$ cat src/swc_pkg.sv
// sleep/wake controller package: register map, fields, timing
package swc_pkg;
    // byte addresses: offsets printed are not all multiples of four, so addr = 4 * index
    localparam logic [15:0] CORE_STATUS_IDX = 16'h0003;
    localparam logic [15:0] WATCHDOG_CONTROL_IDX = 16'h0018;
    localparam logic [15:0] TIMER_PRESCALE_OPTIONS_IDX = 16'h0081;
    localparam logic [15:0] DEVICE_CONFIG_WORD_IDX = 16'h2007;
    localparam logic [15:0] SLEEP_CTRL_IDX = 16'h0100;
    localparam logic [15:0] IRQ_ENABLE_IDX = 16'h0101;
    localparam logic [15:0] IRQ_FLAG_IDX = 16'h0102;
    localparam logic [15:0] SLEEP_STATE_IDX = 16'h0103;

    localparam logic [7:0] WDOG_CTRL_RST = 8'h08;
    localparam logic [7:0] OPTIONS_RST = 8'hff;
    localparam logic [7:0] STATUS_RST = 8'h18;
    localparam logic [7:0] CONFIG_RST = 8'h00;
    localparam logic [7:0] WDOG_CTRL_MASK = 8'h1f;

    localparam int STATUS_TO_BIT = 4;
    localparam int STATUS_PD_BIT = 3;
    localparam int SOFT_WATCHDOG_ENABLE_BIT = 0;
    localparam int CFG_WATCHDOG_FUSE_ENABLE_BIT = 3;
    localparam int CFG_FOSC_LSB = 0;
    localparam int SLP_GIE_BIT = 0;
    localparam int SLP_PERIPHERAL_IRQ_GROUP_ENABLE_BIT = 1;
    localparam int SLP_SLEEP_BIT = 7;
    localparam int SLP_WATCHDOG_CLEAR_INSTR_BIT = 6;

    // irq sources: 0 ext pin, 1 on-change, 2..7 peripheral (need group enable)
    localparam int NUM_IRQ = 8;
    localparam int IRQ_CORE_CNT = 2;
    // mask of peripherals able to run asleep: tmr1 async, capture, adc rc,
    // eeprom, comparator; bit 2 timer2 needs clock so it cannot wake
    localparam logic [7:0] SLEEP_CAPABLE = 8'hfb;

    // oscillator modes needing start-up delay: lp, xt, hs
    localparam logic [2:0] FOSC_LP = 3'h0;
    localparam logic [2:0] FOSC_XT = 3'h1;
    localparam logic [2:0] FOSC_HS = 3'h2;

    localparam int OST_TOSC = 1024;
    localparam int OST_CYCLES = OST_TOSC;
    localparam int WDOG_W = 24;

    typedef enum logic [2:0] {
        SWC_RUN = 3'b000,
        SWC_ENTER = 3'b001,
        SWC_SLEEP = 3'b011,
        SWC_OST = 3'b010,
        SWC_RESUME = 3'b110
    } swc_state_e;

    typedef struct packed {
        logic timeout_flag_n;
        logic powerdown_flag_n;
    } swc_flags_s;
endpackage

$ cat src/swc_sleep_wake.sv
// sleep/wake controller with watchdog and ahb-lite registers
// Contract
// sleep entered only by power-down instruction; code also enters on a write of sleep control bit 7
// sleep entry with watchdog on clears count, keeps it running
// sleep entry clears powerdown flag, sets timeout flag
// main oscillator off during sleep; watchdog base keeps running
// pin drive state held through sleep
// outside circuit keeps master clear high while asleep
// watchdog reset never drives master clear pin
// pin wake resets; watchdog or interrupt wake resumes
// powerdown flag set at power-up; timeout cleared by watchdog wake
// listed peripheral interrupts may wake from sleep
// clock-needing peripherals cannot raise wake in sleep
// next instruction prefetched while power-down executes
// wake needs own and group enable; global enable ignored; code needs the group enable only for sources 2..7
// global off: continue inline; on: prefetched then vector
// pending enabled source with global off wakes at once
// every wake clears watchdog count
// interrupt pending before instruction: acts as nop
// interrupt during instruction: complete, then wake with flags
// software reads powerdown flag to see if sleep happened
// software clears watchdog before sleep when globals off
// crystal modes wait start-up delay on wake
// fuse forces watchdog on; else software bit decides
// watchdog held cleared until start-up timer ends
// flags update synchronously at one clock edge
module swc_sleep_wake
    import swc_pkg::*;
(
    input wire logic REF_CLK_I,
    input wire logic RSTN_I,
    input wire logic HSEL_I,
    input wire logic [31:0] HADDR_I,
    input wire logic [1:0] HTRANS_I,
    input wire logic HWRITE_I,
    input wire logic [2:0] HSIZE_I,
    input wire logic [31:0] HWDATA_I,
    input wire logic HREADY_I,
    input wire logic SLEEP_INSTR_I,
    input wire logic WATCHDOG_CLEAR_INSTR_INSTR_I,
    input wire logic [NUM_IRQ-1:0] IRQ_FLAG_I,
    input wire logic [7:0] PIN_OUT_I,
    input wire logic [7:0] PIN_OE_I,
    output logic [31:0] HRDATA_O,
    output logic HREADYOUT_O,
    output logic HRESP_O,
    output logic OSC_EN_O,
    output logic CORE_RUN_O,
    output logic PREFETCH_O,
    output logic VECTOR_JUMP_O,
    output logic WDOG_RESET_O,
    output logic MASTER_CLEAR_OE_O,
    output logic [7:0] PIN_OUT_O,
    output logic [7:0] PIN_OE_O
);
    swc_state_e state_r, state_nxt;
    swc_flags_s flags_r, flags_nxt;
    logic [7:0] wdog_ctrl_r;
    logic [7:0] options_r;
    logic [7:0] config_r;
    logic [7:0] slp_ctrl_r;
    logic [7:0] irq_en_r;
    logic [7:0] irq_flag_r;
    logic [WDOG_W-1:0] wdog_cnt_r;
    logic [10:0] ost_cnt_r;
    logic [7:0] pin_out_r, pin_oe_r;
    logic wr_pend_r;
    logic [15:0] wr_idx_r;
    logic [31:0] hrdata_r;
    logic osc_en_r, core_run_r, prefetch_r, vector_r, wdog_rst_r;

    function automatic logic [WDOG_W-1:0] wdog_limit(input logic [3:0] ps);
        logic [4:0] sh;
        sh = 5'(ps) + 5'h05;
        wdog_limit = (ps > 4'hb) ? {WDOG_W{1'b1}} : WDOG_W'((24'h1 << sh) - 24'h1);
    endfunction

    // crystal modes pass through the start-up timer on wake
    function automatic swc_state_e wake_state(input logic xtal);
        wake_state = xtal ? SWC_OST : SWC_RESUME;
    endfunction

    // bus decode
    wire [15:0] acc_idx = HADDR_I[17:2];
    wire bus_go = HSEL_I & HTRANS_I[1] & HREADY_I;
    wire bus_rd = bus_go & ~HWRITE_I;
    wire bus_wr = bus_go & HWRITE_I;
    wire wr_wdog = wr_pend_r & (wr_idx_r == WATCHDOG_CONTROL_IDX);
    wire wr_opt = wr_pend_r & (wr_idx_r == TIMER_PRESCALE_OPTIONS_IDX);
    wire wr_slp = wr_pend_r & (wr_idx_r == SLEEP_CTRL_IDX);
    wire wr_ien = wr_pend_r & (wr_idx_r == IRQ_ENABLE_IDX);
    wire wr_ifl = wr_pend_r & (wr_idx_r == IRQ_FLAG_IDX);
    wire [7:0] wd8 = HWDATA_I[7:0];

    // fuse or software enable
    wire wdog_on = config_r[CFG_WATCHDOG_FUSE_ENABLE_BIT] | wdog_ctrl_r[SOFT_WATCHDOG_ENABLE_BIT];
    wire [2:0] fosc = config_r[CFG_FOSC_LSB +: 3];
    // crystal modes only
    wire xtal_mode = (fosc == FOSC_LP) | (fosc == FOSC_XT) | (fosc == FOSC_HS);

    // own enable plus group enable for sources 2..7 (0 and 1 need own enable only), global ignored
    wire [NUM_IRQ-1:0] grp_ok = {{(NUM_IRQ-IRQ_CORE_CNT){slp_ctrl_r[SLP_PERIPHERAL_IRQ_GROUP_ENABLE_BIT]}},
                                 {IRQ_CORE_CNT{1'b1}}};
    wire [NUM_IRQ-1:0] armed = irq_en_r & irq_flag_r & grp_ok;
    // sleep-capable sources only, others gated off in sleep
    wire [NUM_IRQ-1:0] armed_sleep = armed & SLEEP_CAPABLE;
    wire irq_pend = |armed;
    wire irq_wake = |armed_sleep;
    wire sleep_req = SLEEP_INSTR_I | (wr_slp & wd8[SLP_SLEEP_BIT]);
    wire watchdog_clear_instr_req = WATCHDOG_CLEAR_INSTR_INSTR_I | (wr_slp & wd8[SLP_WATCHDOG_CLEAR_INSTR_BIT]);
    wire wdog_expire = wdog_on & (wdog_cnt_r >= wdog_limit(wdog_ctrl_r[4:1]));
    wire in_sleep = (state_r == SWC_SLEEP);

    // next state of the sleep sequencer
    always_comb begin
        state_nxt = state_r;
        flags_nxt = flags_r;
        case (state_r)
            SWC_RUN: begin
                // the power-down instruction or a write of sleep control bit 7 enters sleep
                if (sleep_req) begin
                    // pending source makes it a nop
                    if (!irq_pend) begin
                        // flags on entry
                        flags_nxt.powerdown_flag_n = 1'b0;
                        flags_nxt.timeout_flag_n = 1'b1;
                        state_nxt = SWC_ENTER;
                    end
                end
            end
            SWC_ENTER: begin
                // instruction completes first, then wakes at once
                if (irq_wake) begin
                    state_nxt = wake_state(xtal_mode);
                end else begin
                    state_nxt = SWC_SLEEP;
                end
            end
            SWC_SLEEP: begin
                if (wdog_expire) begin
                    // watchdog wake clears timeout flag
                    flags_nxt.timeout_flag_n = 1'b0;
                    state_nxt = wake_state(xtal_mode);
                end else if (irq_wake) begin
                    state_nxt = wake_state(xtal_mode);
                end
            end
            SWC_OST: begin
                // start-up delay
                if (ost_cnt_r == 11'(OST_CYCLES - 1)) begin
                    state_nxt = SWC_RESUME;
                end
            end
            SWC_RESUME: state_nxt = SWC_RUN;
            default: state_nxt = SWC_RUN;
        endcase
    end

    always_ff @(posedge REF_CLK_I or negedge RSTN_I) begin
        if (!RSTN_I) begin
            state_r <= SWC_RUN;
        end else begin
            state_r <= state_nxt;
        end
    end

    // flags change at one clock edge; status writes ignored
    always_ff @(posedge REF_CLK_I or negedge RSTN_I) begin
        if (!RSTN_I) begin
            // power-up sets powerdown flag
            flags_r <= '{timeout_flag_n: 1'b1, powerdown_flag_n: 1'b1};
        end else begin
            flags_r <= flags_nxt;
        end
    end

    always_ff @(posedge REF_CLK_I or negedge RSTN_I) begin
        if (!RSTN_I) begin
            ost_cnt_r <= 11'h000;
        end else if (state_r == SWC_OST) begin
            ost_cnt_r <= ost_cnt_r + 11'h001;
        end else begin
            ost_cnt_r <= 11'h000;
        end
    end

    // cleared on sleep entry
    wire wdog_entry_clr = (state_nxt == SWC_ENTER);
    // cleared on every wake out of the sleep state
    wire wdog_wake_clr = (state_r == SWC_SLEEP) & (state_nxt != SWC_SLEEP);
    // held cleared while the start-up timer runs
    wire wdog_ost_hold = (state_r == SWC_OST);
    wire wdog_clear = watchdog_clear_instr_req | ~wdog_on | wdog_entry_clr | wdog_wake_clr |
                      wdog_ost_hold | wdog_expire;
    always_ff @(posedge REF_CLK_I or negedge RSTN_I) begin
        if (!RSTN_I) begin
            wdog_cnt_r <= '0;
        end else if (wdog_clear) begin
            wdog_cnt_r <= '0;
        end else begin
            wdog_cnt_r <= wdog_cnt_r + WDOG_W'(1);
        end
    end

    // watchdog control, unused upper bits read zero
    always_ff @(posedge REF_CLK_I or negedge RSTN_I) begin
        if (!RSTN_I) begin
            wdog_ctrl_r <= WDOG_CTRL_RST;
        end else if (wr_wdog) begin
            wdog_ctrl_r <= wd8 & WDOG_CTRL_MASK;
        end
    end

    always_ff @(posedge REF_CLK_I or negedge RSTN_I) begin
        if (!RSTN_I) begin
            options_r <= OPTIONS_RST;
        end else if (wr_opt) begin
            options_r <= wd8;
        end
    end

    // sleep control; pulse bits 7:6 are never stored
    always_ff @(posedge REF_CLK_I or negedge RSTN_I) begin
        if (!RSTN_I) begin
            slp_ctrl_r <= 8'h00;
        end else if (wr_slp) begin
            slp_ctrl_r <= {2'h0, wd8[5:0]};
        end
    end

    always_ff @(posedge REF_CLK_I or negedge RSTN_I) begin
        if (!RSTN_I) begin
            irq_en_r <= 8'h00;
        end else if (wr_ien) begin
            irq_en_r <= wd8;
        end
    end

    // irq flags: hardware set wins over a software clear
    always_ff @(posedge REF_CLK_I or negedge RSTN_I) begin
        if (!RSTN_I) begin
            irq_flag_r <= 8'h00;
        end else begin
            irq_flag_r <= (wr_ifl ? (irq_flag_r & wd8) : irq_flag_r) | IRQ_FLAG_I;
        end
    end

    // config word keeps its reset value; writes leave it unchanged
    always_ff @(posedge REF_CLK_I or negedge RSTN_I) begin
        if (!RSTN_I) begin
            config_r <= CONFIG_RST;
        end else if (wr_pend_r & (wr_idx_r == DEVICE_CONFIG_WORD_IDX) & ~in_sleep) begin
            config_r <= config_r;
        end
    end

    // ahb-lite data phase
    wire [7:0] status_rd = {3'h0, flags_r.timeout_flag_n, flags_r.powerdown_flag_n, 3'h0};
    wire [7:0] rd_mux =
        (acc_idx == CORE_STATUS_IDX) ? status_rd :
        (acc_idx == WATCHDOG_CONTROL_IDX) ? wdog_ctrl_r :
        (acc_idx == TIMER_PRESCALE_OPTIONS_IDX) ? options_r :
        (acc_idx == DEVICE_CONFIG_WORD_IDX) ? config_r :
        (acc_idx == SLEEP_CTRL_IDX) ? slp_ctrl_r :
        (acc_idx == IRQ_ENABLE_IDX) ? irq_en_r :
        (acc_idx == IRQ_FLAG_IDX) ? irq_flag_r :
        (acc_idx == SLEEP_STATE_IDX) ? {5'h00, state_r} : 8'h00;

    // write address held for the data phase
    always_ff @(posedge REF_CLK_I or negedge RSTN_I) begin
        if (!RSTN_I) begin
            wr_pend_r <= 1'b0;
        end else begin
            wr_pend_r <= bus_wr;
        end
    end

    always_ff @(posedge REF_CLK_I or negedge RSTN_I) begin
        if (!RSTN_I) begin
            wr_idx_r <= 16'h0000;
        end else begin
            wr_idx_r <= acc_idx;
        end
    end

    // read data stands until the next read
    always_ff @(posedge REF_CLK_I or negedge RSTN_I) begin
        if (!RSTN_I) begin
            hrdata_r <= 32'h0000_0000;
        end else if (bus_rd) begin
            hrdata_r <= {24'h000000, rd_mux};
        end
    end

    // pins frozen while oscillator is off
    wire pins_frozen = (state_r == SWC_SLEEP) | (state_r == SWC_OST) | (state_r == SWC_ENTER);
    always_ff @(posedge REF_CLK_I or negedge RSTN_I) begin
        if (!RSTN_I) begin
            pin_out_r <= 8'h00;
        end else if (!pins_frozen) begin
            pin_out_r <= PIN_OUT_I;
        end
    end

    always_ff @(posedge REF_CLK_I or negedge RSTN_I) begin
        if (!RSTN_I) begin
            pin_oe_r <= 8'h00;
        end else if (!pins_frozen) begin
            pin_oe_r <= PIN_OE_I;
        end
    end

    // oscillator driver off in sleep
    always_ff @(posedge REF_CLK_I or negedge RSTN_I) begin
        if (!RSTN_I) begin
            osc_en_r <= 1'b1;
        end else begin
            osc_en_r <= (state_nxt != SWC_SLEEP);
        end
    end

    // core runs only in the run state
    always_ff @(posedge REF_CLK_I or negedge RSTN_I) begin
        if (!RSTN_I) begin
            core_run_r <= 1'b1;
        end else begin
            core_run_r <= (state_nxt == SWC_RUN);
        end
    end

    // prefetch next address during the instruction
    always_ff @(posedge REF_CLK_I or negedge RSTN_I) begin
        if (!RSTN_I) begin
            prefetch_r <= 1'b0;
        end else begin
            prefetch_r <= (state_r == SWC_RUN) & sleep_req;
        end
    end

    // vector only with global enable after interrupt wake
    always_ff @(posedge REF_CLK_I or negedge RSTN_I) begin
        if (!RSTN_I) begin
            vector_r <= 1'b0;
        end else begin
            vector_r <= (state_r == SWC_RESUME) & flags_r.timeout_flag_n &
                        slp_ctrl_r[SLP_GIE_BIT] & irq_pend;
        end
    end

    // watchdog wake resumes; running timeout resets core
    always_ff @(posedge REF_CLK_I or negedge RSTN_I) begin
        if (!RSTN_I) begin
            wdog_rst_r <= 1'b0;
        end else begin
            wdog_rst_r <= wdog_expire & (state_r == SWC_RUN);
        end
    end

    assign HRDATA_O = hrdata_r;
    assign HREADYOUT_O = 1'b1;
    assign HRESP_O = 1'b0;
    assign OSC_EN_O = osc_en_r;
    assign CORE_RUN_O = core_run_r;
    assign PREFETCH_O = prefetch_r;
    assign VECTOR_JUMP_O = vector_r;
    assign WDOG_RESET_O = wdog_rst_r;
    // master clear pin never driven by watchdog reset
    assign MASTER_CLEAR_OE_O = 1'b0;
    assign PIN_OUT_O = pin_out_r;
    assign PIN_OE_O = pin_oe_r;
endmodule

$ cat config.mk
export PLATFORM = sky130hd
export DESIGN_NAME = swc_sleep_wake
export DESIGN_NICKNAME = d
export VERILOG_FILES = /design/src/swc_pkg.sv /design/src/swc_sleep_wake.sv
export SDC_FILE = /design/constraint.sdc
export NUM_CORES = 1
export LEC_CHECK = 0
export ABC_AREA = 1
export ABC_CLOCK_PERIOD_IN_PS = 2350
export BUFFER_PORTS_ARGS = -buffer_cell sky130_fd_sc_hd__buf_4
export CORE_UTILIZATION = 46
export DETAILED_ROUTE_END_ITERATION = 16
export PLACE_DENSITY = 0.82
export REMOVE_ABC_BUFFERS = 1
export SYNTH_ARGS = -nofsm -noshare
export SYNTH_HDL_FRONTEND = slang
export SYNTH_SLANG_ARGS = --single-unit
$ cat constraint.sdc
create_clock -name REF_CLK_I -period 2.35 [get_ports REF_CLK_I]
set_input_delay 0.3525 -clock REF_CLK_I [delete_from_list [all_inputs] [get_ports REF_CLK_I]]
set_output_delay 0.3525 -clock REF_CLK_I [all_outputs]
set_load 0.05 [all_outputs]
== Word-level counts from Yosys, hierarchy flattened ==
Cells that the tools add are included.

* Register bits after elaboration: 121
* Input bits: 100
* Output and inout port bits: 56
* Word-level logic and storage cells: 114

* Add/subtract/negate cells: 4
* $lt $le $gt $ge: 2
* Equality and inequality tests: 23
* Shifts and indexed selects: 1
* Mux-type cells: 23
* Bitwise operators: 34
* Reduce and logical (&&, ||, !) cells: 7

{| class="wikitable"
|+ Operators with widths
! cell !! number
|-
| $eq 16x9->1 const B || 7
|-
| $mux 8 || 8
|-
| $mux 24 || 2
|-
| $eq 16x5->1 const B || 2
|-
| $eq 16x8->1 const B || 2
|-
| $add 24x1->24 const B || 1
|-
| $and 8x8->8 || 3
|-
| $ge 24x24->1 || 1
|-
| $shl 1x5->24 const A || 1
|-
| $sub 24x1->24 const B || 1
|-
| $and 1x1->1 || 18
|-
| $mux 3 || 6
|-
| $eq 16x14->1 const B || 1
|-
| $eq 16x2->1 const B || 1
|-
| $pmux 3 s4 || 1
|-
| $add 11x1->11 const B || 1
|-
| $eq 11x10->1 const B || 1
|-
| $mux 11 || 1
|-
| $or 1x1->1 || 9
|-
| $or 8x8->8 || 1
|-
| $reduce_or 8->1 || 1
|-
| $reduce_or 7->1 || 1
|-
| $eq 3x1->1 const B || 2
|-
| $eq 3x2->1 const B || 2
|-
| 13 further kinds || 20
|}

== Depth between registers and ports, before layout ==
* Depth in word-level cells: 14
* Mapped depth: 21
* Depth with buffers taken out: 19

== Worst setup path before layout ==
No wires, ideal clock.

* Kind: reg-to-reg
* Start point: reg wdog_ctrl_r[3]
* End point: reg wdog_cnt_r[10]
* Library setup time: 0.121 ns
* Arrival: 2.442 ns
* Data required time: 2.229 ns
* Setup slack: -0.213 ns
* Cell stages (with the launch flop): 20
* Buffers on the path: 2
* Period minus slack after synthesis: 2.563 ns
* Path through: dfstp_2 -> clkbuf_1 -> nand2_1 -> ha_1 -> nand2_1 -> nor2_2 -> nand2_1 -> nor2_1 -> nand2_1 -> nand2_1 -> nor2_1 -> nand2_1 -> nand2_1 -> nand2_1 -> nand2_2 -> nand2_2 -> nand2_2 -> nand2_4 -> buf_6 -> nor2_1

* Cells in the longest elaborated chain, start to end: 14
* Elaborated cells between the ends (all ways): 17
* Classes of those cells: 2 x add/sub; 2 x order compare; 2 x eq/ne; 1 x shift; 4 x mux; 6 x bitwise

{| class="wikitable"
|+ Ends and longest elaborated chain
! element !! RTL line !! RTL
|-
| start, declared || swc_sleep_wake.sv:58 || <nowiki>logic [7:0] wdog_ctrl_r;</nowiki>
|-
| start signal, assigned || swc_sleep_wake.sv:210 || <nowiki>wdog_ctrl_r <= wd8 & WDOG_CTRL_MASK;</nowiki>
|-
| $add 4x3->5 || swc_sleep_wake.sv:74 || <nowiki>sh = 5'(ps) + 5'h05;</nowiki>
|-
| $shl 1x5->24 || swc_sleep_wake.sv:75 || <nowiki>wdog_limit = (ps > 4'hb) ? {WDOG_W{1'b1}} : WDOG_W'((24'h1 << sh) - 24'h1);</nowiki>
|-
| $sub 24x1->24 || swc_sleep_wake.sv:75 ||
|-
| $mux 24 (*) || swc_sleep_wake.sv:75 ||
|-
| $ge 24x24->1 (*) || swc_sleep_wake.sv:111 || <nowiki>wire wdog_expire = wdog_on & (wdog_cnt_r >= wdog_limit(wdog_ctrl_r[4:1]));</nowiki>
|-
| $and 1x1->1 (*) || swc_sleep_wake.sv:111 ||
|-
| $mux 3 (*) || swc_sleep_wake.sv:140 || <nowiki>if (wdog_expire) begin</nowiki>
|-
| $pmux 3 s4 (*) || swc_sleep_wake.sv:118 || <nowiki>case (state_r)</nowiki>
|-
| via state_nxt[0] || swc_sleep_wake.sv:56 || <nowiki>swc_state_e state_r, state_nxt;</nowiki>
|-
| $eq 3x1->1 / $ne 3x2->1 (equally long branches) || swc_sleep_wake.sv:188, swc_sleep_wake.sv:190 ||
|-
| $or 1x1->1 / $and 1x1->1 (equally long branches) || swc_sleep_wake.sv:193, swc_sleep_wake.sv:190 ||
|-
| $or 1x1->1 (*) (2 in a row) || swc_sleep_wake.sv:193 || <nowiki>wire wdog_clear = watchdog_clear_instr_req | ~wdog_on | wdog_entry_clr | wdog_wake_clr |</nowiki>
|-
| $or 1x1->1 (*) || swc_sleep_wake.sv:194 || <nowiki>wdog_ost_hold | wdog_expire;</nowiki>
|-
| $mux 24 (*) || swc_sleep_wake.sv:198 || <nowiki>end else if (wdog_clear) begin</nowiki>
|-
| end signal, assigned || swc_sleep_wake.sv:201 || <nowiki>wdog_cnt_r <= wdog_cnt_r + WDOG_W'(1);</nowiki>
|-
| end, declared || swc_sleep_wake.sv:64 || <nowiki>logic [WDOG_W-1:0] wdog_cnt_r;</nowiki>
|}

Mark *: on every way through the listed nets, which the timed path passes. The rest lies on a longest branch.
A chain may end at the register's enable or synchronous reset.

== Worst setup path in the final report ==
* Start point: reg wdog_ctrl_r[3]
* End point: reg wdog_cnt_r[11]

* Cells in the longest elaborated chain, start to end: 14
* Elaborated cells between the ends (all ways): 17
* Classes of those cells: 2 x add/sub; 2 x order compare; 2 x eq/ne; 1 x shift; 4 x mux; 6 x bitwise

{| class="wikitable"
|+ Ends and longest elaborated chain
! element !! RTL line
|-
| $add 4x3->5 || swc_sleep_wake.sv:74
|-
| $shl 1x5->24 || swc_sleep_wake.sv:75
|-
| $sub 24x1->24 || swc_sleep_wake.sv:75
|-
| $mux 24 (*) || swc_sleep_wake.sv:75
|-
| $ge 24x24->1 (*) || swc_sleep_wake.sv:111
|-
| $and 1x1->1 (*) || swc_sleep_wake.sv:111
|-
| $mux 3 || swc_sleep_wake.sv:140
|-
| $pmux 3 s4 || swc_sleep_wake.sv:118
|-
| $eq 3x1->1 / $ne 3x2->1 (equally long branches) || swc_sleep_wake.sv:188, swc_sleep_wake.sv:190
|-
| $or 1x1->1 / $and 1x1->1 (equally long branches) || swc_sleep_wake.sv:193, swc_sleep_wake.sv:190
|-
| $or 1x1->1 (2 in a row) || swc_sleep_wake.sv:193
|-
| $or 1x1->1 (*) || swc_sleep_wake.sv:194
|-
| $mux 24 (*) || swc_sleep_wake.sv:198
|}

Mark *: on every way between the ends. The rest lies on a longest branch, timed or not.

==> flow_summary.ini <==
[timing]
finClkSkew_ns = 0.00686
relSlewSlack_pct = 50.5
min_period_ns = 2.65
setup_ws_ns = -0.298
worstMarginPinSlew_ns = 0.737
fmax_ghz = 0.378
post-route-period-util_pct = 113
hold_viol_final = 16
finalHoldWorstSlack_ns = -0.0255
maxSlewViolCount = 0
setup_viol = 26
rsz0062_at_grt = yes

[worst_setup_path]
start_kind = register
rr_endpoint = wdog_cnt_r[11]$_DFF_PN0_
critPathCaptureType = register
crit_start = wdog_ctrl_r[3]$_DFFE_PN1P_
ff2ff_setup_slack_ns = -0.30
slowest_delay_ns = 0.59
crit_fanout = 8
cp_data_required_time_ns = 2.70
slowest_stage = dfstp_2
path_cells = buf_6, nor2_2, nand2_1, inv_2, ha_4, a21oi_1, nand2_2, nor2_2, nand2_1, nand2_1, nand2_2, buf_6, nor2_4, nand2_2, nor2_4, buf_12, nand2_8, nor2_4
reg2regPathDepth = 18
rr_startpoint = wdog_ctrl_r[3]$_DFFE_PN1P_
critPathBufInv = 4
path_class = register to register
crit_arrival_ns = 3.00
cp_top_family = simple AND/OR/NAND/NOR gates

[place]
gp_congestion = 0.863
dpl_cell_area_um2 = 7350
placedCellCount = 1077
hpwl_mm = 11.0
portBuffers = 84

[drt]
avgRoutedWirePerCell_um = 15.0
wl_met3_mm = 1.16
viasPerCell = 5.23
dr.pass1.iters = 5
highest_layer = met4
antenna_left = 0
drc = 0
wl_mm = 16.8
wl_met1_mm = 6.70
drt-initial-drc-count = 469
num_vias = 5854
dr_wl_met2_mm = 8.37

[clocking]
clock-root-buffer = clkbuf_16
clk_pin_slew_ns = 0.05
numCtsBuffers = 17
clkLatencyLatePin_ns = 0.42
hold_buffers = 0
clock_sinks = 121
clk_path_buf_depth = 2
cts_tree = done
ctsHtreeMaxLevel = 4

[synthesis]
synth-edff-count = 0
synth_top_area_share_pct = 41.9
synthTopCellsByArea = dfrtp_1, nand2_1, nor2_1
yosysMostFrequentCell = nand2_1
ys.flop_type = dfrtp_1
yosys_warnings = 0
synth_seq_cells = 121
synth_cell_type_count = 42
synthArstFlopShare_pct = 100
synthCells = 802
ys_seq_area_share_pct = 47.2
syn_avg_cell_area_um2 = 8.05
synth_top_area_cell = dfrtp_1
synthTopCellsByCount = nand2_1, dfrtp_1, nor2_1, inv_1, o21ai_0
syn_area_um2 = 6450

[min_path]
min_path_type = primary input to asynchronous set/reset pin

[power]
ir_drop_mv = 0.478
p_leak_nw = 4.27
power.total_mw = 5.29
powerDensity_nw_per_um2 = 629

[status]
violations = hold timing, setup timing
status = finished, violations left

[cells_and_area]
antenna_cells = 0
area_growth_pct = 30.3
seq_area_um2 = 3050
finalNetCount = 1057
fin_util_pct = 62.5
fill_cells = 1079
stdcell_area_um2 = 8410
fin_cells = 1120
multi_input_area_um2 = 3280
drive_gt1_share_pct = 24.6

[global_route]
grt_pass1_wl_mm = 27.4
grt_max_degree = 53
track_usage_pct = 23.8
first_global_vias = 5812
antenna_found_initial = 0
overflow = 0

[flow_run]
maxCapViolCount = 0

[floorplanning]
rows = 42
initial_core_util_pct = 48.0
core_area_um2 = 13500
die-area_um2 = 14500
die_h_um = 120
io_pins = 156
die_w_um = 120
-- final cells by class --
class	count	area share, %
multi-input cells	588	39.0
flip-flops and latches	121	36.2
repair buffers	115	10.9
clock buffers	21	5.59
inverters	88	3.93
well taps	176	2.62
clock inverters	11	1.73
-- how the worst max path moves through the flow --
stage	to	slack [ns]	cells past startpoint
2_1_floorplan	wdog_cnt_r[0]$_DFF_PN0_	0.03	17
3_3_place_gp	wdog_cnt_r[18]$_DFF_PN0_	-0.19	13
3_5_place_dp	wdog_cnt_r[15]$_DFF_PN0_	-0.32	13
4_1_cts	wdog_cnt_r[9]$_DFF_PN0_	-0.16	17
5_1_grt	wdog_cnt_r[11]$_DFF_PN0_	-0.39	18
6_report	wdog_cnt_r[11]$_DFF_PN0_	-0.30	18
-- stage by stage --
stage               hold slack [ns]  setup slack [ns]  setup TNS [ns]
floorplan                    0.0569            0.0310               0
global placement              0.427            -0.192           -4.51
detailed placement            0.434            -0.316           -7.19
CTS                         0.00174            -0.156           -3.35
global route                 0.0382            -0.385           -8.73
finish                      -0.0255            -0.298           -6.05
-- worst register-to-register path, cell delays in order, from the launching register on --
cell and delay (ns):
dfstp_2 0.59, buf_6 0.16, nor2_2 0.05, nand2_1 0.08, inv_2 0.05, ha_4 0.22, a21oi_1 0.22, nand2_2 0.09
nor2_2 0.11, nand2_1 0.06, nand2_1 0.08, nand2_2 0.07, buf_6 0.13, nor2_4 0.07, nand2_2 0.07, nor2_4 0.11
buf_12 0.16, nand2_8 0.11, nor2_4 0.13
-- cell families after synthesis --
group / synth area share (%)
other cells: 0.116
xor+xnor: 2.58
buf+inv: 9.17
fa+ha+maj: 5.04
flops: 47.2
compound gates: 6.38
simple gates: 29.5
-- registers in the layout (all words and copies together) (netlist names), 2 cells and up --
name,flops
HRDATA_O,8
PIN_OE_O,8
PIN_OUT_O,8
flags_r,2
irq_en_r,8
irq_flag_r,8
options_r,8
ost_cnt_r,11
slp_ctrl_r,6
state_r,3
wdog_cnt_r,24
wdog_ctrl_r,5
wr_idx_r,16
-- placed cells by master (no fill, tap or decap), types with 4 or more instances in the layout --
cell / n
nand2_1: 199
buf_4: 108
dfrtp_1: 107
inv_1: 84
nor2_1: 76
o21ai_0: 52
nand3_1: 39
conb_1: 32
nand4_1: 25
ha_1: 20
nor3_1: 17
clkbuf_16: 17
a21oi_1: 16
nor2_4: 16
nor2_2: 15
dfstp_2: 13
nand2_2: 11
xor2_1: 11
xnor2_1: 8
nor4_1: 6
ha_4: 6
nand2_8: 4
nor3b_1: 4
buf_6: 4
-- layer usage --
| metal | GRT usage [%] | up-vias |
|---|---|---|
| li1 | - | 2789 |
| met1 | 29.2 | 2754 |
| met2 | 40.4 | 261 |
| met3 | 5.33 | 50 |
| met4 | 10.1 | 0 |
| met5 | 0 | - |
-- timing repair --
action                     4_1_cts  5_1_grt
gates cloned                     3        0
gates resized for setup         28       50
setup endpoints to repair       25       29
hold endpoints to repair         0        0
buffers inserted                 3        5
pin swaps                        5       24
-- where the power goes --
part | switching [mW] | leakage [nW] | internal [mW]
Sequential | 0.0259 | 1.43 | 2.12
Clock | 0.957 | 0.295 | 1.75
Combinational | 0.307 | 2.54 | 0.131
Total | 1.29 | 4.27 | 4.00
No activity file was read; power rests on OpenSTA's default activity.
